### config.mk
export PLATFORM = sky130hd
export DESIGN_NAME = stc_tx_core
export DESIGN_NICKNAME = d
export VERILOG_FILES = /design/src/design/stc_compress.v /design/src/design/stc_expand.v /design/src/design/stc_tx_core.v
export VERILOG_INCLUDE_DIRS = /design/src /design/src/shared
export SDC_FILE = /design/constraint.sdc
export NUM_CORES = 1
export LEC_CHECK = 0
export ABC_AREA = 0
export BUFFER_PORTS_ARGS = -buffer_cell sky130_fd_sc_hd__buf_2
export CORE_MARGIN = 5
export CORE_UTILIZATION = 39
export CTS_CLUSTER_DIAMETER = 200
export DETAILED_ROUTE_END_ITERATION = 12
export SYNTH_ARGS = -nofsm -noshare
export SYNTH_HDL_FRONTEND = slang
export SYNTH_SLANG_ARGS = --single-unit
### constraint.sdc
create_clock -name i_core_clk -period 7 [get_ports i_core_clk]
set_input_delay 0.35 -clock i_core_clk [delete_from_list [all_inputs] [get_ports i_core_clk]]
set_output_delay 0.35 -clock i_core_clk [all_outputs]
set_load 0.005 [all_outputs]
### src/shared/stc_defines.vh
// Constants shared by the serial transmit error and compand block.
// Assumes a 4-bit byte address on the register port, 32-bit words.
`ifndef STC_DEFINES_VH
`define STC_DEFINES_VH

////////////////////////////////////////////////////////////////////////
// Register byte offsets
`define STC_ADDR_W 4
`define STC_OFS_TXBUF 4'h0
`define STC_OFS_RXREAD 4'h4
`define STC_OFS_PCR 4'h8
`define STC_OFS_DCR 4'hC

// Port control register fields
`define STC_PCR_TXEN 0
`define STC_PCR_READY 1
`define STC_PCR_UNDN 2
`define STC_PCR_ERR 3
`define STC_PCR_IRQM 5:4
`define STC_PCR_JUST 7:6

// Direction control register fields
`define STC_DCR_TXC 1:0
`define STC_DCR_RXC 3:2
`define STC_DCR_IGN 4
`define STC_DCR_DLY 6:5
`define STC_DCR_WL 10:8
`define STC_DCR_DIR 12
`define STC_DCR_GEN 13
`define STC_DCR_W 14
`define STC_DCR_RST 14'h0000

////////////////////////////////////////////////////////////////////////
// Compand select, interrupt mode and justify codes
`define STC_CMP_NONE 2'h0
`define STC_CMP_LSB 2'h1
`define STC_CMP_MU 2'h2
`define STC_CMP_AL 2'h3
`define STC_IRQ_READY 2'h0
`define STC_IRQ_SYNCERR 2'h3
`define STC_JUST_ZERO 2'h0
`define STC_JUST_SIGN 2'h1
`define STC_JUST_HIGH 2'h2

// Word lengths in bits, as loaded into the bit counter
`define STC_WLEN_8 6'h08
`define STC_WLEN_12 6'h0C
`define STC_WLEN_16 6'h10
`define STC_WLEN_20 6'h14
`define STC_WLEN_24 6'h18
`define STC_WLEN_32 6'h20

// Companding law constants
`define STC_MU_CLIP 14'h1FDE
`define STC_MU_BIAS 14'h0021
`define STC_MU_DBIAS 16'h0084
`define STC_AL_XOR 8'h55
`define STC_AL_STEP 16'h0100

`endif

### src/design/stc_compress.v
// Linear to 8-bit log compressor, mu-law and A-law.
// Assumes a 16-bit left-justified linear input; purely combinational.
`timescale 1ns/1ps
`include "stc_defines.vh"
module stc_compress (
  input wire [15:0] i_lin,
  input wire [1:0] i_law,
  output reg [7:0] o_code
);

  reg [13:0] mu_x;
  reg [13:0] mu_mag;
  reg [12:0] al_x;
  reg [11:0] al_mag;
  reg [2:0] seg;
  reg [13:0] sh;
  integer i;

  ////////////////////////////////////////////////////////////////////////
  // Segment search, then mantissa; clip keeps the biased value in range
  always @* begin
    mu_x = i_lin[15:2];
    al_x = i_lin[15:3];
    mu_mag = mu_x[13] ? (~mu_x + 14'h0001) : mu_x;
    al_mag = al_x[12] ? ~al_x[11:0] : al_x[11:0];
    seg = 3'h0;
    sh = 14'h0000;
    o_code = 8'h00;
    if (i_law == `STC_CMP_MU) begin
      if (mu_mag > `STC_MU_CLIP) begin
        mu_mag = `STC_MU_CLIP;
      end
      mu_mag = mu_mag + `STC_MU_BIAS;
      for (i = 0; i < 8; i = i + 1) begin
        if (mu_mag[i + 5]) begin
          seg = i[2:0];
        end
      end
      sh = mu_mag >> ({1'b0, seg} + 4'h1);
      o_code = ~{mu_x[13], seg, sh[3:0]};
    end else if (i_law == `STC_CMP_AL) begin
      for (i = 5; i < 12; i = i + 1) begin
        if (al_mag[i]) begin
          seg = i[2:0] - 3'h4;
        end
      end
      sh = (seg == 3'h0) ? {3'h0, al_mag[11:1]} : {2'h0, al_mag >> seg};
      o_code = {~al_x[12], seg, sh[3:0]} ^ `STC_AL_XOR;
    end
  end

endmodule

### src/design/stc_expand.v
// 8-bit log to 16-bit left-justified linear expander.
// Assumes mu-law or A-law select; other selects give zero.
`timescale 1ns/1ps
`include "stc_defines.vh"
module stc_expand (
  input wire [7:0] i_code,
  input wire [1:0] i_law,
  output reg [15:0] o_lin
);

  reg [7:0] c;
  reg [15:0] t;

  ////////////////////////////////////////////////////////////////////////
  // Rebuild segment base plus half step, then apply sign
  always @* begin
    c = 8'h00;
    t = 16'h0000;
    o_lin = 16'h0000;
    if (i_law == `STC_CMP_MU) begin
      c = ~i_code;
      t = (({12'h000, c[3:0]} << 3) + `STC_MU_DBIAS) << c[6:4];
      t = t - `STC_MU_DBIAS;
      o_lin = c[7] ? (~t + 16'h0001) : t;
    end else if (i_law == `STC_CMP_AL) begin
      c = i_code ^ `STC_AL_XOR;
      t = {8'h00, c[3:0], 4'h8};
      if (c[6:4] != 3'h0) begin
        t = (t + `STC_AL_STEP) << (c[6:4] - 3'h1);
      end
      o_lin = c[7] ? t : (~t + 16'h0001);
    end
  end

endmodule

### src/design/stc_tx_core.v
// Serial port transmit exception logic and companding datapath.
// Assumes a register master on i_core_clk and a bit clock and frame
// sync from outside that are sampled by i_core_clk.
//
// Function
// - Underflow flag goes low when last bit sent and buffer not refilled.
// - Underflow flag is low after transmitter or device reset and restart.
// - During underflow each new frame sync resends the stale buffer word.
// - Underflow clears when a fresh buffer word reaches the shifter.
// - Copy-driven frame sync fires only after new data is copied.
// - Leaving transmitter reset shows ready high and underflow low.
// - A write before the first frame sync is copied for the first word.
// - A frame sync before any write sends zeros; mu-law and A-law selects send the code of zero.
// - Transmitter reset clears the sync error flag.
// - Sync earlier than data delay before last bit is unexpected.
// - With ignore set, unexpected syncs leave the word untouched.
// - First sync after enable, or one in the gap, is normal.
// - With ignore clear, an unexpected sync sets the sync error flag.
// - Sync error stays set until transmitter reset or software clear.
// - Interrupt mode 11b routes sync error to the transmit interrupt.
// - Software writing one to the sync error flag raises it.
// - Compander saturates out-of-range linear input to extreme codes.
// - Companded words are always eight bits whatever the word length.
// - Compress on buffer-to-shifter copy, expand on receive copy.
// - Justify field places expanded word: low zero, low sign, high.
// - Unexpected sync with ignore clear restarts the same word.
// - Select 01b with 8-bit words sends the byte LSB first.
//
// The placing of the registers and the plain strobed port are this design's own decisions.
`timescale 1ns/1ps
`include "stc_defines.vh"
module stc_tx_core #(
  parameter ADDR_W = `STC_ADDR_W
) (
  input wire i_core_clk,
  input wire i_srst,
  input wire i_clk_en,
  input wire [ADDR_W-1:0] i_addr,
  input wire [31:0] i_wdata,
  input wire i_wr,
  input wire i_rd,
  output reg [31:0] o_rdata,
  input wire i_bit_clk,
  input wire i_fsync_in,
  input wire i_fsgen,
  output wire o_fsync_out,
  output wire o_fsync_oe_n,
  output wire o_serial_data_out,
  input wire [31:0] i_rx_hold_word,
  input wire i_rx_hold_load,
  output wire o_tx_ready,
  output wire o_tx_underflow_n,
  output reg o_tx_irq
);

  localparam ST_IDLE = 2'h0;
  localparam ST_DELAY = 2'h1;
  localparam ST_SHIFT = 2'h2;

  // Byte bit reversal for LSB-first 8-bit words
  function [7:0] stc_rev8;
    input [7:0] b;
    integer k;
    begin
      for (k = 0; k < 8; k = k + 1) begin
        stc_rev8[k] = b[7 - k];
      end
    end
  endfunction

  // Word length code to bit count
  function [5:0] stc_wlen;
    input [2:0] code;
    begin
      case (code)
        3'h1: stc_wlen = `STC_WLEN_12;
        3'h2: stc_wlen = `STC_WLEN_16;
        3'h3: stc_wlen = `STC_WLEN_20;
        3'h4: stc_wlen = `STC_WLEN_24;
        3'h5: stc_wlen = `STC_WLEN_32;
        default: stc_wlen = `STC_WLEN_8;
      endcase
    end
  endfunction

  // Mu-law or A-law selected
  function stc_is_law;
    input [1:0] sel;
    begin
      stc_is_law = (sel == `STC_CMP_MU) | (sel == `STC_CMP_AL);
    end
  endfunction

  reg bclk_s1_q, bclk_s2_q, bclk_s3_q;
  reg fs_s1_q, fs_s2_q, fsp_q, fso_q;
  reg txen_q;
  reg [1:0] irqm_q, just_q;
  reg [`STC_DCR_W-1:0] dcr_q;
  reg [31:0] buf_q, word_q, sh_q, rxreg_q;
  reg buf_full_q, loaded_q, pend_q, und_n_q, err_q, dx_q;
  reg [1:0] state_q, cnt_q;
  reg [5:0] bits_q;
  reg [31:0] load_val, rd_mux, rx_val;
  wire [7:0] comp_code;
  wire [15:0] exp_lin;

  wire [1:0] txc = dcr_q[`STC_DCR_TXC];
  wire [1:0] rxc = dcr_q[`STC_DCR_RXC];
  wire [1:0] dly = dcr_q[`STC_DCR_DLY];
  wire dir = dcr_q[`STC_DCR_DIR];
  wire ign = dcr_q[`STC_DCR_IGN];
  wire int_copy = dir & ~dcr_q[`STC_DCR_GEN];
  wire [5:0] wl_raw = stc_wlen(dcr_q[`STC_DCR_WL]);
  wire [5:0] wlen = stc_is_law(txc) ? `STC_WLEN_8 : wl_raw;
  wire bit_rise = bclk_s2_q & ~bclk_s3_q;
  wire fs_lvl = dir ? fso_q : fs_s2_q;
  wire fs_ev = txen_q & bit_rise & fs_lvl & ~fsp_q;
  // Sync arriving more than data-delay bits before the end
  wire unexp = (state_q == ST_SHIFT) & (bits_q > {4'h0, dly});
  wire err_set = fs_ev & unexp & ~ign;
  // Ignored syncs fall through so the word in flight keeps shifting
  wire fs_take = fs_ev & ~(unexp & ign);
  wire shift_now = bit_rise &
    ((state_q == ST_SHIFT) | ((state_q == ST_DELAY) & (cnt_q == 2'h0)));
  wire wr_buf = i_wr & (i_addr == `STC_OFS_TXBUF) & txen_q;
  wire wr_pcr = i_wr & (i_addr == `STC_OFS_PCR);
  wire wr_dcr = i_wr & (i_addr == `STC_OFS_DCR);

  assign o_fsync_out = fso_q;
  assign o_fsync_oe_n = ~dir;
  assign o_serial_data_out = dx_q;
  assign o_tx_ready = ~buf_full_q & txen_q;
  assign o_tx_underflow_n = und_n_q;

  stc_compress u_comp (
    .i_lin(buf_q[15:0]),
    .i_law(txc),
    .o_code(comp_code)
  );

  stc_expand u_exp (
    .i_code(i_rx_hold_word[7:0]),
    .i_law(rxc),
    .o_lin(exp_lin)
  );

  ////////////////////////////////////////////////////////////////////////
  // Pin synchronisers; first stage feeds only the second
  always @(posedge i_core_clk) begin
    if (i_srst) begin
      bclk_s1_q <= 1'b0;
      bclk_s2_q <= 1'b0;
      bclk_s3_q <= 1'b0;
      fs_s1_q <= 1'b0;
      fs_s2_q <= 1'b0;
    end else if (i_clk_en) begin
      bclk_s1_q <= i_bit_clk;
      bclk_s2_q <= bclk_s1_q;
      bclk_s3_q <= bclk_s2_q;
      fs_s1_q <= i_fsync_in;
      fs_s2_q <= fs_s1_q;
    end
  end

  ////////////////////////////////////////////////////////////////////////
  // Shifter image of the buffer: compressed, reversed or left-aligned
  always @* begin
    if (stc_is_law(txc)) begin
      load_val = {comp_code, 24'h000000};
    end else if ((txc == `STC_CMP_LSB) && (wlen == `STC_WLEN_8)) begin
      load_val = {stc_rev8(buf_q[7:0]), 24'h000000};
    end else begin
      load_val = buf_q << (`STC_WLEN_32 - wlen);
    end
  end

  // Frame start copy: fresh if refilled, stale buffer if nothing was early-copied
  task stc_load;
    begin
      if (buf_full_q) begin
        sh_q <= load_val;
        word_q <= load_val;
        buf_full_q <= 1'b0;
        und_n_q <= 1'b1;
      end else if (!loaded_q) begin
        sh_q <= load_val;
        word_q <= load_val;
      end
      loaded_q <= 1'b0;
      bits_q <= wlen;
    end
  endtask

  ////////////////////////////////////////////////////////////////////////
  // Transmit sequencer: idle, data delay, shifting
  always @(posedge i_core_clk) begin
    if (i_srst || (i_clk_en && !txen_q)) begin
      // Held in reset: ready low, underflow low, buffer zero
      state_q <= ST_IDLE;
      buf_q <= 32'h00000000;
      buf_full_q <= 1'b0;
      und_n_q <= 1'b0;
      word_q <= 32'h00000000;
      sh_q <= 32'h00000000;
      loaded_q <= 1'b0;
      pend_q <= 1'b0;
      dx_q <= 1'b0;
      fsp_q <= 1'b0;
      fso_q <= 1'b0;
      cnt_q <= 2'h0;
      bits_q <= 6'h00;
    end else if (i_clk_en) begin
      if (bit_rise) begin
        fsp_q <= fs_lvl;
      end
      // Copy-driven sync waits for a loaded word
      if (int_copy) begin
        if (bit_rise) begin
          fso_q <= (state_q == ST_IDLE) & loaded_q & ~fso_q;
        end
      end else if (dir) begin
        fso_q <= i_fsgen;
      end else begin
        fso_q <= 1'b0;
      end
      if (err_set) begin
        // Abort and resend the same word after the delay
        sh_q <= word_q;
        bits_q <= wlen;
        state_q <= ST_DELAY;
        cnt_q <= dly;
        pend_q <= 1'b0;
      end else if (fs_take && (state_q == ST_SHIFT)) begin
        pend_q <= 1'b1;
      end else if (fs_take) begin
        stc_load;
        state_q <= ST_DELAY;
        cnt_q <= dly;
      end else if (shift_now) begin
        dx_q <= sh_q[31];
        sh_q <= sh_q << 1;
        bits_q <= bits_q - 6'h01;
        state_q <= ST_SHIFT;
        if (bits_q == 6'h01) begin
          if (!buf_full_q) begin
            und_n_q <= 1'b0;
          end
          if (pend_q) begin
            // Gap sync already seen: next word follows at once
            pend_q <= 1'b0;
            stc_load;
          end else begin
            state_q <= ST_IDLE;
          end
        end
      end else if (bit_rise && (state_q == ST_DELAY)) begin
        cnt_q <= cnt_q - 2'h1;
      end else if ((state_q == ST_IDLE) && buf_full_q && !loaded_q) begin
        // Early copy so the first word of the first frame is valid
        sh_q <= load_val;
        word_q <= load_val;
        buf_full_q <= 1'b0;
        loaded_q <= 1'b1;
        und_n_q <= 1'b1;
      end
      // A write in the copy cycle stays pending for the next copy
      if (wr_buf) begin
        buf_q <= i_wdata;
        buf_full_q <= 1'b1;
      end
    end
  end

  ////////////////////////////////////////////////////////////////////////
  // Sync error flag: hardware set beats a software clear
  always @(posedge i_core_clk) begin
    if (i_srst) begin
      err_q <= 1'b0;
    end else if (i_clk_en) begin
      if (!txen_q) begin
        err_q <= 1'b0;
      end else if (err_set) begin
        err_q <= 1'b1;
      end else if (wr_pcr) begin
        err_q <= i_wdata[`STC_PCR_ERR];
      end
    end
  end

  ////////////////////////////////////////////////////////////////////////
  // Control registers
  always @(posedge i_core_clk) begin
    if (i_srst) begin
      txen_q <= 1'b0;
      irqm_q <= `STC_IRQ_READY;
      just_q <= `STC_JUST_ZERO;
      dcr_q <= `STC_DCR_RST;
    end else if (i_clk_en) begin
      if (wr_pcr) begin
        txen_q <= i_wdata[`STC_PCR_TXEN];
        irqm_q <= i_wdata[`STC_PCR_IRQM];
        just_q <= i_wdata[`STC_PCR_JUST];
      end
      if (wr_dcr) begin
        dcr_q <= i_wdata[`STC_DCR_W-1:0];
      end
    end
  end

  ////////////////////////////////////////////////////////////////////////
  // Receive copy: expand and justify, or reverse, or pass through
  always @* begin
    if (stc_is_law(rxc)) begin
      if (just_q == `STC_JUST_SIGN) begin
        rx_val = {{16{exp_lin[15]}}, exp_lin};
      end else if (just_q == `STC_JUST_HIGH) begin
        rx_val = {exp_lin, 16'h0000};
      end else begin
        rx_val = {16'h0000, exp_lin};
      end
    end else if (rxc == `STC_CMP_LSB) begin
      rx_val = {24'h000000, stc_rev8(i_rx_hold_word[7:0])};
    end else begin
      rx_val = i_rx_hold_word;
    end
  end

  always @(posedge i_core_clk) begin
    if (i_srst) begin
      rxreg_q <= 32'h00000000;
    end else if (i_clk_en && i_rx_hold_load) begin
      rxreg_q <= rx_val;
    end
  end

  ////////////////////////////////////////////////////////////////////////
  // Read decode; unmapped offsets read zero
  always @* begin
    rd_mux = 32'h00000000;
    if (i_addr == `STC_OFS_TXBUF) begin
      rd_mux = buf_q;
    end else if (i_addr == `STC_OFS_RXREAD) begin
      rd_mux = rxreg_q;
    end else if (i_addr == `STC_OFS_PCR) begin
      rd_mux[`STC_PCR_TXEN] = txen_q;
      rd_mux[`STC_PCR_READY] = o_tx_ready;
      rd_mux[`STC_PCR_UNDN] = und_n_q;
      rd_mux[`STC_PCR_ERR] = err_q;
      rd_mux[`STC_PCR_IRQM] = irqm_q;
      rd_mux[`STC_PCR_JUST] = just_q;
    end else if (i_addr == `STC_OFS_DCR) begin
      rd_mux[`STC_DCR_W-1:0] = dcr_q;
    end
  end

  // Read data valid only in the cycle after the strobe
  always @(posedge i_core_clk) begin
    if (i_srst) begin
      o_rdata <= 32'h00000000;
      o_tx_irq <= 1'b0;
    end else if (i_clk_en) begin
      o_rdata <= i_rd ? rd_mux : 32'h00000000;
      if (irqm_q == `STC_IRQ_SYNCERR) begin
        o_tx_irq <= err_q;
      end else if (irqm_q == `STC_IRQ_READY) begin
        o_tx_irq <= o_tx_ready;
      end else begin
        o_tx_irq <= 1'b0;
      end
    end
  end

endmodule

# ---- Word-level counts from Yosys, hierarchy flattened
# Cells that the tools add are included.
dict set report word_totals {
  out_inout_bits 38
  regBits 203
  input_bits 77
  elab_cells 276
}
dict set report op_classes {
  shifts 5
  eq_ne 37
  add_sub_neg 12
  n_bitwise 42
  n_lt_le_gt_ge 2
  mux 115
  n_reduce_logical 37
}
# op n
set ops {}
lappend ops {{$mux W32} 26}
lappend ops {{$mux W16} 7}
lappend ops {{$mux W14} 5}
lappend ops {{$mux W6} 8}
lappend ops {{$mux W1} 36}
lappend ops {{$mux W3} 11}
lappend ops {{$add A16 B1 Y16 const B} 2}
lappend ops {{$not A16 Y16} 2}
lappend ops {{$shl A16 B3 Y16} 2}
lappend ops {{$shl A32 B6 Y32} 1}
lappend ops {{$mux W2} 15}
lappend ops {{$pmux W6 S5} 1}
lappend ops {{$mux W8} 3}
lappend ops {{$reduce_and A7 Y1} 3}
lappend ops {{$and A1 B1 Y1} 19}
lappend ops {{$mux W18} 1}
lappend ops {{$reduce_bool A3 Y1} 6}
lappend ops {{$not A8 Y8} 2}
lappend ops {{$sub A16 B8 Y16 const B} 1}
lappend ops {{$add A14 B1 Y14 const B} 1}
lappend ops {{$add A14 B6 Y14 const B} 1}
lappend ops {{$eq A2 B2 Y1 const B} 7}
lappend ops {{$gt A14 B13 Y1 const B} 1}
lappend ops {{$not A14 Y14} 1}
lappend ops {{other kinds (43)} 88}

# ---- Logic depth before layout (Yosys ltp)
# Gate-level depths: netlist of the first run.
dict set report depth {
  ltp_word 28
  mapped_depth 24
  depth_no_buf 19
}

# ---- Modules after synthesis
# A second synthesis of the first run with hierarchy kept.
dict set report unflattened {
  hier_cells 1915
  hier_area_um2 14926.8
}
# module cells_each area_each_um2 instances seq_area_each_um2
set modules_own_cells {}
lappend modules_own_cells {stc_tx_core 1285 10656.5 1 4063.9}
lappend modules_own_cells {stc_expand 328 2197.1 1 0.0}
lappend modules_own_cells {stc_compress 302 2073.2 1 0.0}

# ---- Least setup slack after synthesis of the first run
# Ideal clock, no wire load.
dict set report synth_path {
  path_kind {reg-to-reg}
  start {register buf_q[2]}
  end {register word_q[25]}
  setup_ns 0.096
  t_required_ns 6.904
  path_slack_ns 1.115
  arrival_time_ns 5.789
  n_path_buf 6
  period_less_slack_ns 5.885
  path_stages_with_launch 25
  cell_sequence {dfxtp_1 clkbuf_1 clkbuf_1 inv_1 ha_1 clkbuf_1 nor3b_1 o211a_1 or4_1 a211oi_2 a21oi_1 buf_2 o211ai_1 ha_1 buf_1 or4b_1 nand2_1 a311oi_1 or3_1 buf_2 a22oi_4 mux4_2 nor2_1 nor2_1 o41ai_2}
}
dict set report synth_between {
  elab_chain_cells 26
  word_cells_on_any_way 30
  classes_between {add/sub: 3; order compare: 1; shift: 2; mux: 22; bitwise: 2}
}
# item line_no
set synth_rtl {}
lappend synth_rtl {{start, declared} stc_tx_core.v:99} ;# reg [31:0] buf_q, word_q, sh_q, rxreg_q;
lappend synth_rtl {{start signal, assigned} stc_tx_core.v:268} ;# buf_q <= i_wdata;
lappend synth_rtl {{$not A14 Y14} stc_compress.v:24} ;# mu_mag = mu_x[13] ? (~mu_x + 14'h0001) : mu_x;
lappend synth_rtl {{$add A14 B1 Y14} stc_compress.v:24}
lappend synth_rtl {{$mux W14} stc_compress.v:24}
lappend synth_rtl {{$gt A14 B13 Y1 (no source line)} n/a}
lappend synth_rtl {{$mux W14} stc_compress.v:30} ;# if (mu_mag > `STC_MU_CLIP) begin
lappend synth_rtl {{$mux W14} stc_compress.v:29} ;# if (i_law == `STC_CMP_MU) begin
lappend synth_rtl {{$add A14 B6 Y14 (no source line)} n/a}
lappend synth_rtl {{$mux W1} stc_compress.v:35} ;# if (mu_mag[i + 5]) begin
lappend synth_rtl {{[... 10 more ...]} n/a}
lappend synth_rtl {{$mux W8} stc_compress.v:29}
lappend synth_rtl {{$mux W32 *} stc_tx_core.v:168} ;# if (stc_is_law(txc)) begin
lappend synth_rtl {{$mux W32} stc_tx_core.v:185} ;# end else if (!loaded_q) begin
lappend synth_rtl {{$mux W32} stc_tx_core.v:180} ;# if (buf_full_q) begin
lappend synth_rtl {{$mux W32} stc_tx_core.v:248} ;# if (pend_q) begin
lappend synth_rtl {{$mux W32} stc_tx_core.v:244} ;# if (bits_q == 6'h01) begin
lappend synth_rtl {{$mux W32} stc_tx_core.v:239} ;# end else if (shift_now) begin
lappend synth_rtl {{$mux W32 *} stc_tx_core.v:235} ;# end else if (fs_take) begin
lappend synth_rtl {{end signal, assigned} stc_tx_core.v:261} ;# word_q <= load_val;
lappend synth_rtl {{end, declared} stc_tx_core.v:99}
# Mark *: on every way between the ends. The rest lies on a longest branch, timed or not. The select of a mux whose other input is x is not followed.
# A chain may end at the register's enable or synchronous reset.

# ---- Final worst setup path of the first run
# Same ends and word-level chain as after synthesis.

==> impl_metrics.csv, run 1 <==
group,metric,value,unit
global_route,antenna_found_initial,0,
placement,io_buffers,114,
global_route,overflow,0,
clocking,cts_root_buffer,"clkbuf_16",
synth,yosysUniqueCellTypes,94,
timing,hold_ws,0.0585,ns
synth,synth-edff-count,0,
worst_setup_path,end_kind,"flip-flop",
clocking,htree_levels,1,
die,die_height,196,microns
detailed_routing,wirelength,46.0,mm
synth,synthTopCellsByArea,"dfxtp_1 30%, nand2_1 8.5%, a21oi_1 7.3%",
synth,ys.flop_type,"dfxtp_1",
timing,finalCritPeriodShare,83.6,%
synth,ys_seq_area_share,30.1,%
synth,synth_fp_nets,1939,
synth,yosys_warnings,0,
synth,synth_area,13500,sq um
detailed_routing,first_iter_violations,1207,
layout,drive_above_1_share,13.5,%
worst_setup_path,critPathMaxFanout,13,
die,start_util,39.3,%
clocking,ctsHoldBuffers,0,
clocking,tritoncts,"built",
status,status,"completed",
global_route,grt_pass1_vias,12634,
global_route,grt_max_degree,90,
layout,fin_nets,1956,
clocking,cts-buffers-inserted,25,
placement,pre_cts_ws,1.24,ns
worst_setup_path,ff2ff_path_depth,19,
layout,areaGrowthSynthToFinish,12.3,%
clocking,cts_sinks,203,
placement,post_dp_cell_area,14300,sq um
timing,hold_viol_final,0,
synth,synth_top_area_cell,"dfxtp_1",
clocking,cts_resized,0,
die,placementRows,68,
placement,dpl.hpwl,33.5,mm
layout,diodes,0,
die,io_pins,115,
detailed_routing,ant_nets,0,
timing,maxSlewViolCount,0,
detailed_routing,drc,0,
run,cap_violations,0,
synth,synth_commonest_cells,"307 x nand2_1, 217 x nor2_1, 203 x dfxtp_1",
synth,synth.most_common_cell,"nand2_1",
power,p_total,2.79,mW
detailed_routing,wl_per_cell,19.7,microns
die,die_area,38500,sq um
layout,fin_cells,2332,
timing,layout_setup_ws,1.15,ns
placement,gp_congestion,0.937,
timing,worstMarginPinSlew,1.15,ns
timing,period_needed,5.85,ns
clocking,post_cts_buffers,0,
power,p_leak,5.49,nW
global_route,grt_pass1_wl,72.6,mm
timing,setup-tns-final,0,ns
layout,fin_util,44.1,%
worst_setup_path,critical_path_class,"flip-flop to flip-flop",
worst_setup_path,crit_required,7.41,ns
synth,synthesis.area_per_instance,7.33,sq um
synth,syn_inst,1842,
clocking,clock_latency,0.52,ns
timing,setup_viol,0,
global_route,grt_util_all_layers,23.0,%
power,ir_worst_vdd,0.163,mV
placement,placed_cells,2287,
timing,relSlewSlack,22.7,%
detailed_routing,vias,13600,
clocking,cts_buffer_depth,3,
die,core_area,34400,sq um
timing,grt_setup_unrepaired,"no",
timing,fmax,171,MHz
worst_setup_path,arrival,6.26,ns
die,fp.dieW,196,microns
clocking,clkTransAtPathRegs,0.06,ns
synth,yosysTopAreaCellShare,30.1,%
power,power_density,184,nW/um^2
worst_setup_path,crit_path_start_kind,"flip-flop",
timing,clock_skew,0.0150,ns
synth,async_reset_ff_share,0,%
min_path,min_path_cells,3,
synth,synth_seq_cells,203,
detailed_routing,routed_via_density,5.83,
layout,design_area,15200,sq um
min_path,min-delay-path-class,"primary input to flip-flop",
detailed_routing,firstDrtPassIters,5,
worst paths after layout:
kind         slack [ns]         end   startpoint
max                1.15  word_q[25]     buf_q[2]
min                0.06   buf_q[14]  i_wdata[14]
max reg2reg        1.15  word_q[25]     buf_q[2]
min reg2reg        0.45  word_q[16]   word_q[16]
routing by layer:
metal	routed length, microns	global-route usage, %	up-vias
met2	20800	36.4	400
met5	0	0	-
met4	1050	5.74	0
met1	21500	33.4	6497
li1	-	-	6646
met3	2710	2.85	57
registers in the layout, summed over array words and instances, names as in the netlist, 2 cells and up:
signal   count
word_q      32
irqm_q       2
cnt_q        2
o_rdata     32
just_q       2
bits_q       6
buf_q       32
sh_q        32
state_q      2
rxreg_q     32
dcr_q       14
power breakdown:
group | internal [mW] | total (mW) | switching (mW)
combinational | 0.0972 | 0.267 | 0.169
clock | 0.825 | 1.35 | 0.522
sequential | 1.17 | 1.18 | 0.0115
kinds of logic (layout without fill, tap and decap cells):
family	Yosys count	after routing	share of synthesized area [%]
AND/OR/NAND/NOR	744	744	24.9
buffers and inverters	191	226	5.45
multiplexers	100	100	7.86
adder cells (fa/ha/maj)	20	20	1.85
flip-flops	203	203	30.1
AO/OA/AOI/OAI	545	545	27.3
XOR/XNOR	39	39	2.58
worst max-delay path, cell delays in order (launching register included):
cell and delay [ns]:
dfxtp_1 0.31, inv_1 0.10, ha_1 0.38, or3b_1 0.45
o41ai_2 0.26, xnor2_1 0.21, nor3b_2 0.49, a21oi_1 0.14
buf_4 0.21, o211ai_1 0.09, ha_1 0.34, or4b_1 0.54
nand2_1 0.13, a311oi_1 0.17, or3_1 0.51, a22oi_4 0.35
mux4_2 0.56, nor2_1 0.16, nor2_1 0.08, o41ai_2 0.27
cell usage in the layout, fill, tap and decap left out, types with 39 or more instances in the layout:
| master | count |
|---|---|
| mux2i_1 | 72 |
| buf_2 | 114 |
| o211ai_1 | 41 |
| o21ai_0 | 67 |
| dfxtp_1 | 203 |
| nand3_1 | 45 |
| a21oi_1 | 196 |
| a211oi_1 | 39 |
| nor3_1 | 41 |
| a22oi_1 | 48 |
| nor2_1 | 216 |
| nand2_1 | 306 |
layout make-up:
class / instances / area (sq um)
Clock buffer: 37 / 761
Clock inverter: 8 / 108
Fill cell: 3594 / 19200
Inverter: 39 / 146
Multi-Input combinational cell: 1448 / 8740
Sequential cell: 203 / 4060
Tap cell: 455 / 569
Timing Repair Buffer: 142 / 781
Note: power is estimated with default switching activity, not from simulation.
==> run 2, diff against run 1 <==
==> constraint.sdc (replaced) <==
create_clock -name i_core_clk -period 5.95 [get_ports i_core_clk]
set_input_delay 0.2975 -clock i_core_clk [delete_from_list [all_inputs] [get_ports i_core_clk]]
set_output_delay 0.2975 -clock i_core_clk [all_outputs]
set_load 0.005 [all_outputs]
==> run 2 against run 1 <==
  * Sequential share of layout area fell by 0.089 points
  * Die area did not move
  * Non-clock buffer count rose by 13
  * First-iteration DRC count is 14% higher
  * Sequential cell count unchanged
  * Largest cell class unchanged
  * Highest routed layer unchanged
==> impl_metrics.csv, run 2 (synthesis results as in run 1) <==
group,metric,value,unit
layout,most-common-layout-cells,"306 x nand2_1, 216 x nor2_1, 202 x dfxtp_1",
placement,gp_congestion,0.949,
clocking,tritoncts,"built",
status,status,"completed",
timing,relSlewSlack,20.2,%
clocking,cts_root_buffer,"clkbuf_16",
detailed_routing,vias,13622,
layout,areaGrowthSynthToFinish,12.7,%
placement,dpl.hpwl,34.5,mm
timing,hold_viol_final,0,
global_route,grt_pass1_vias,12805,
clocking,htree_levels,1,
detailed_routing,firstDrtPassIters,7,
worst_setup_path,critical_path_class,"flip-flop to flip-flop",
layout,seq_area,4070,sq um
timing,layout_setup_ws,0.378,ns
worst_setup_path,critPathMaxFanout,12,
clocking,clock_latency,0.53,ns
timing,setup-tns-final,0,ns
die,fp.dieW,196,microns
clocking,cts_sinks,203,
layout,multi_input_area,8750,sq um
clocking,clkTransAtPathRegs,0.07,ns
run,cap_violations,0,
global_route,grt_max_degree,85,
die,placementRows,68,
timing,worstMarginPinSlew,1.19,ns
worst_setup_path,max_stage_delay,0.55,ns
global_route,antenna_found_initial,1,
placement,io_buffers,114,
timing,fmax,179,MHz
power,p_leak,5.55,nW
detailed_routing,ant_nets,0,
layout,fill_cells,3600,
die,core_area,34400,sq um
global_route,grt_util_all_layers,23.5,%
detailed_routing,wl_per_cell,19.9,microns
clocking,cts_buffer_depth,3,
detailed_routing,drc,0,
worst_setup_path,end_kind,"flip-flop",
placement,pre_cts_ws,0.321,ns
timing,period_needed,5.57,ns
detailed_routing,first_iter_violations,1373,
die,die_height,196,microns
timing,clock_skew,0.0154,ns
power,power_density,211,nW/um^2
global_route,overflow,0,
worst_setup_path,path_buf_inv,1,
worst_setup_path,crit_chain,"inv_1 -> ha_1 -> nor3b_1 -> o211a_1 -> or4_1 -> a211oi_2 -> a21oi_1 -> o211ai_1 -> ha_1 -> or4b_1 -> nand2_1 -> a311oi_1 -> or3_1 -> a22oi_4 -> mux4_2 -> nor2_1 -> nor2_1 -> o41ai_2",
clocking,cts-buffers-inserted,24,
timing,grt_setup_unrepaired,"no",
worst_setup_path,crit_path_start_kind,"flip-flop",
detailed_routing,wirelength,46.7,mm
detailed_routing,routed_via_density,5.81,
die,io_pins,115,
layout,fin_nets,1968,
timing,finalCritPeriodShare,93.6,%
worst_setup_path,arrival,5.99,ns
layout,final_common_cell,"nand2_1",
worst_setup_path,cpLargestDelayFamily,"simple AND/OR/NAND/NOR gates",
power,p_total,3.21,mW
die,start_util,39.3,%
timing,setup_viol,0,
die,die_area,38500,sq um
placement,placed_cells,2295,
timing,maxSlewViolCount,0,
layout,fin_cells,2344,
worst_setup_path,crit_path_top_delay_cell,"mux4_2",
min_path,min-delay-path-class,"primary input to flip-flop",
power,ir_worst_vdd,0.180,mV
global_route,grt_pass1_wl,74.0,mm
worst_setup_path,crit_required,6.37,ns
layout,drive_above_1_share,13.9,%
run 2: cell count changes in the layout (fill, tap and decap cells not counted), sizes merged:
cell and change:
buf +11, clkinvlp -3, clkbuf -2, clkinv +2, dlygate4sd3 +2, diode +1
inv +1
run 2: metal layers:
metal	global-route usage, %	up-vias	wire length, microns
li1	-	6676	-
met1	34.3	6475	21800
met2	36.7	420	21100
met3	2.95	51	2840
met4	6.05	0	1050
met5	0	-	0
run 2: worst reg2reg max path, cell delays in order, from the launching register on:
cell	delay [ns]
dfxtp_2	0.42
inv_1	0.08
ha_1	0.33
nor3b_1	0.22
o211a_1	0.31
or4_1	0.54
a211oi_2	0.34
a21oi_1	0.15
o211ai_1	0.12
ha_1	0.18
or4b_1	0.52
nand2_1	0.16
a311oi_1	0.16
or3_1	0.51
a22oi_4	0.38
mux4_2	0.55
nor2_1	0.16
nor2_1	0.08
o41ai_2	0.28
run 2: path summary, 6_finish.rpt:
check | from | to | slack, ns | depth (start not counted)
setup reg to reg | buf_q[3] | word_q[25] | 0.38 | 18
hold / removal | i_wdata[14] | buf_q[14] | 0.02 | 3
hold reg to reg | sh_q[15] | sh_q[15] | 0.45 | 2
setup / recovery | buf_q[3] | word_q[25] | 0.38 | 18
run 2: where the power goes:
| part | internal [mW] | total, mW | switching, mW |
|---|---|---|---|
| combinational | 0.116 | 0.315 | 0.199 |
| sequential | 1.38 | 1.39 | 0.0131 |
| clock | 0.906 | 1.50 | 0.597 |
run 2: layout make-up:
cell class	count	area share, %
multi-input combinational	1448	57.5
sequential	203	26.7
tap	455	3.74
antenna	1	0.0164
inverter	39	0.962
clock buffer	35	4.62
clock inverter	8	0.658
timing repair buffer	155	5.80
run 2: repair_timing:
action,4_1_cts,5_1_grt
setup endpoints to repair,0,7
hold endpoints to repair,2,0
gates resized for setup,0,3
setup buffers,0,3
hold buffers,2,0
run 2: per-stage QoR:
stage	hold slack, ns	util (%)	area, sq um
3_3_place_gp	0.442	41.8	14400
2_1_floorplan	0.433	-	13500
6_report	0.0167	44.3	15200
4_1_cts	0.00732	44.2	15200
5_1_grt	0.0292	44.3	15200
3_5_place_dp	0.447	41.8	14400
==> run 3, diff against run 2 <==
--- a/config.mk
+++ b/config.mk
@@ -9,9 +9,10 @@
 export ABC_AREA = 0
 export BUFFER_PORTS_ARGS = -buffer_cell sky130_fd_sc_hd__buf_2
 export CORE_MARGIN = 5
-export CORE_UTILIZATION = 39
+export CORE_UTILIZATION = 34
 export CTS_CLUSTER_DIAMETER = 200
 export DETAILED_ROUTE_END_ITERATION = 12
 export SYNTH_ARGS = -nofsm -noshare
 export SYNTH_HDL_FRONTEND = slang
 export SYNTH_SLANG_ARGS = --single-unit
+export TNS_END_PERCENT = 10
==> constraint.sdc (replaced) <==
create_clock -name i_core_clk -period 5.95 [get_ports i_core_clk]
set_input_delay 0.8925 -clock i_core_clk [delete_from_list [all_inputs] [get_ports i_core_clk]]
set_output_delay 0.8925 -clock i_core_clk [all_outputs]
set_load 0.005 [all_outputs]
==> run 3 against run 2 <==
  * Clock-buffer cell count unchanged
  * Power is 2.5% lower
  * Routed wire length rose by 0.47%
  * Register-to-register slack better by 0.13 ns
  * First-iteration DRC count fell by 7.2%
  * Die area up 14%
  * Setup slack improved by 0.13 ns
  * Worst hold slack gained 0.43 ns
  * Clock power shrank 5%
  * Non-clock buffer count shrank 2
  * Sequential share of layout area hardly changed
  * Via count rose by 1.7%
  * Critical path type unchanged
  * Critical endpoint unchanged
  * Largest power group unchanged
==> impl_metrics.csv, run 3 (synthesis results as in run 1) <==
group,metric,value,unit
power,p_total,3.13,mW
placement,post_dp_cell_area,14500,sq um
timing,finalCritPeriodShare,91.5,%
global_route,overflow,0,
timing,relSlewSlack,28.1,%
worst_setup_path,max_stage_delay,0.59,ns
die,io_pins,115,
worst_setup_path,crit_required,6.38,ns
clocking,htree_levels,1,
min_path,holdPathEnd,"word_q[21]",
die,core_area,39500,sq um
power,ir_worst_vdd,0.190,mV
worst_setup_path,rr_startpoint,"buf_q[4]",
global_route,antenna_found_initial,0,
die,start_util,34.2,%
layout,most-common-layout-cells,"306 x nand2_1, 216 x nor2_1, 203 x dfxtp_1",
timing,fmax,184,MHz
worst_setup_path,arrival,5.88,ns
layout,diodes,0,
layout,drive_above_1_share,13.6,%
layout,areaGrowthSynthToFinish,12.7,%
clocking,clock_latency,0.53,ns
run,cap_violations,0,
worst_setup_path,cpMostUsedCell,"nor2_1",
die,die_area,43800,sq um
detailed_routing,wirelength,46.9,mm
placement,gp_congestion,0.875,
power,p_leak,5.48,nW
detailed_routing,routed_via_density,5.75,
power,power_density,205,nW/um^2
timing,clock_skew,0.0118,ns
global_route,grt_max_degree,86,
status,status,"completed",
layout,fin_nets,1966,
clocking,cts_buffer_depth,3,
timing,period_needed,5.45,ns
die,fp.dieW,209,microns
worst_setup_path,end_kind,"flip-flop",
global_route,grt_pass1_vias,12721,
global_route,grt_pass1_wl,72.1,mm
timing,hold_viol_final,0,
worst_setup_path,crit_path_top_delay_cell,"or4_1",
timing,setup-tns-final,0,ns
worst_setup_path,critPathMaxFanout,17,
clocking,clkTransAtPathRegs,0.06,ns
global_route,grt_util_all_layers,20.1,%
worst_setup_path,timing.rr.end,"word_q[25]",
worst_setup_path,crit_path_start_kind,"flip-flop",
detailed_routing,vias,13854,
min_path,min-delay-path-class,"flip-flop to flip-flop",
die,placementRows,73,
min_path,min_from,"word_q[21]",
timing,grt_setup_unrepaired,"no",
layout,final_common_cell,"nand2_1",
die,die_height,209,microns
clocking,cts_sinks,203,
clocking,cts_root_buffer,"clkbuf_16",
timing,setup_viol,0,
detailed_routing,first_iter_violations,1274,
placement,io_buffers,114,
timing,worstMarginPinSlew,1.08,ns
detailed_routing,drc,0,
detailed_routing,wl_per_cell,19.5,microns
detailed_routing,firstDrtPassIters,6,
worst_setup_path,critical_path_class,"flip-flop to flip-flop",
worst_setup_path,ff2ff_path_depth,16,
worst_setup_path,r2r_slack,0.50,ns
layout,design_area,15200,sq um
min_path,min_path_cells,2,
worst_setup_path,crit_chain,"o31ai_1 -> xor2_1 -> or4_1 -> a211oi_2 -> a21oi_1 -> o211ai_1 -> ha_1 -> or4b_1 -> nand2_1 -> a311oi_2 -> or3_1 -> a22oi_4 -> mux4_2 -> nor2_1 -> nor2_1 -> o41ai_2",
clocking,tritoncts,"built",
placement,dpl.hpwl,34.5,mm
detailed_routing,ant_nets,0,
clocking,cts-buffers-inserted,24,
timing,maxSlewViolCount,0,
[run 3: timing repair]
action                                  CTS  global route
endpoints found under the hold margin     0             0
setup buffers                             0             1
hold buffers                              0             0
gates resized for setup                   0             1
endpoints found under the setup margin    0             1
[run 3: power breakdown]
| part | leakage (nW) | internal, mW | switching (mW) | total (mW) |
|---|---|---|---|---|
| registers | 1.64 | 1.38 | 0.0138 | 1.39 |
| clock network | 0.356 | 0.826 | 0.598 | 1.42 |
| logic | 3.49 | 0.115 | 0.199 | 0.315 |
| total | 5.48 | 2.32 | 0.811 | 3.13 |
[run 3: final cells by class]
type / instances / area (sq um)
fillers: 4148 / 24300
multi-input cells: 1448 / 8740
flip-flops and latches: 203 / 4060
repair buffers: 153 / 863
clock buffers: 35 / 672
well taps: 525 / 657
inverters: 39 / 146
clock inverters: 6 / 75.1
[run 3: worst max path at each step]
stage,start,endpoint,slack [ns],depth (start not counted)
floorplan,buf_q[2],word_q[25],0.07,24
global placement,buf_q[2],word_q[25],0.61,18
detailed placement,buf_q[2],word_q[25],0.53,18
CTS,buf_q[2],word_q[25],0.51,18
global route,buf_q[2],sh_q[30],0.11,19
finish,buf_q[4],word_q[25],0.50,16
[run 3: through the flow]
| step | cells | utilization (%) | hold WS (ns) | setup slack (ns) |
|---|---|---|---|---|
| after floorplan | 1842 | - | 0.436 | 0.0652 |
| after global placement | 2367 | 36.6 | 0.441 | 0.614 |
| after detailed placement | 2367 | 36.6 | 0.447 | 0.528 |
| after CTS | 2408 | 38.4 | 0.454 | 0.507 |
| after global routing | 2409 | 38.5 | 0.471 | 0.114 |
| final | 2409 | 38.5 | 0.452 | 0.503 |
[run 3: critical path, delay by kind of cell, from the launching register on]
| family | cells | cell delay (ns) |
|---|---|---|
| xor gates and xnor gates | 1 | 0.23 |
| and+or+nand+nor | 6 | 1.99 |
| AOI/OAI and AO/OA | 7 | 1.87 |
| DFF | 1 | 0.52 |
| adders and majority gates | 1 | 0.19 |
| muxes | 1 | 0.56 |
[run 3: layer usage]
metal / GRT usage (%) / routed length [microns] / up-vias
met5: 0 / 0 / -
li1: - / - / 6677
met1: 28.5 / 21200 / 6619
met2: 32.0 / 21200 / 484
met3: 2.74 / 3100 / 74
met4: 5.40 / 1390 / 0
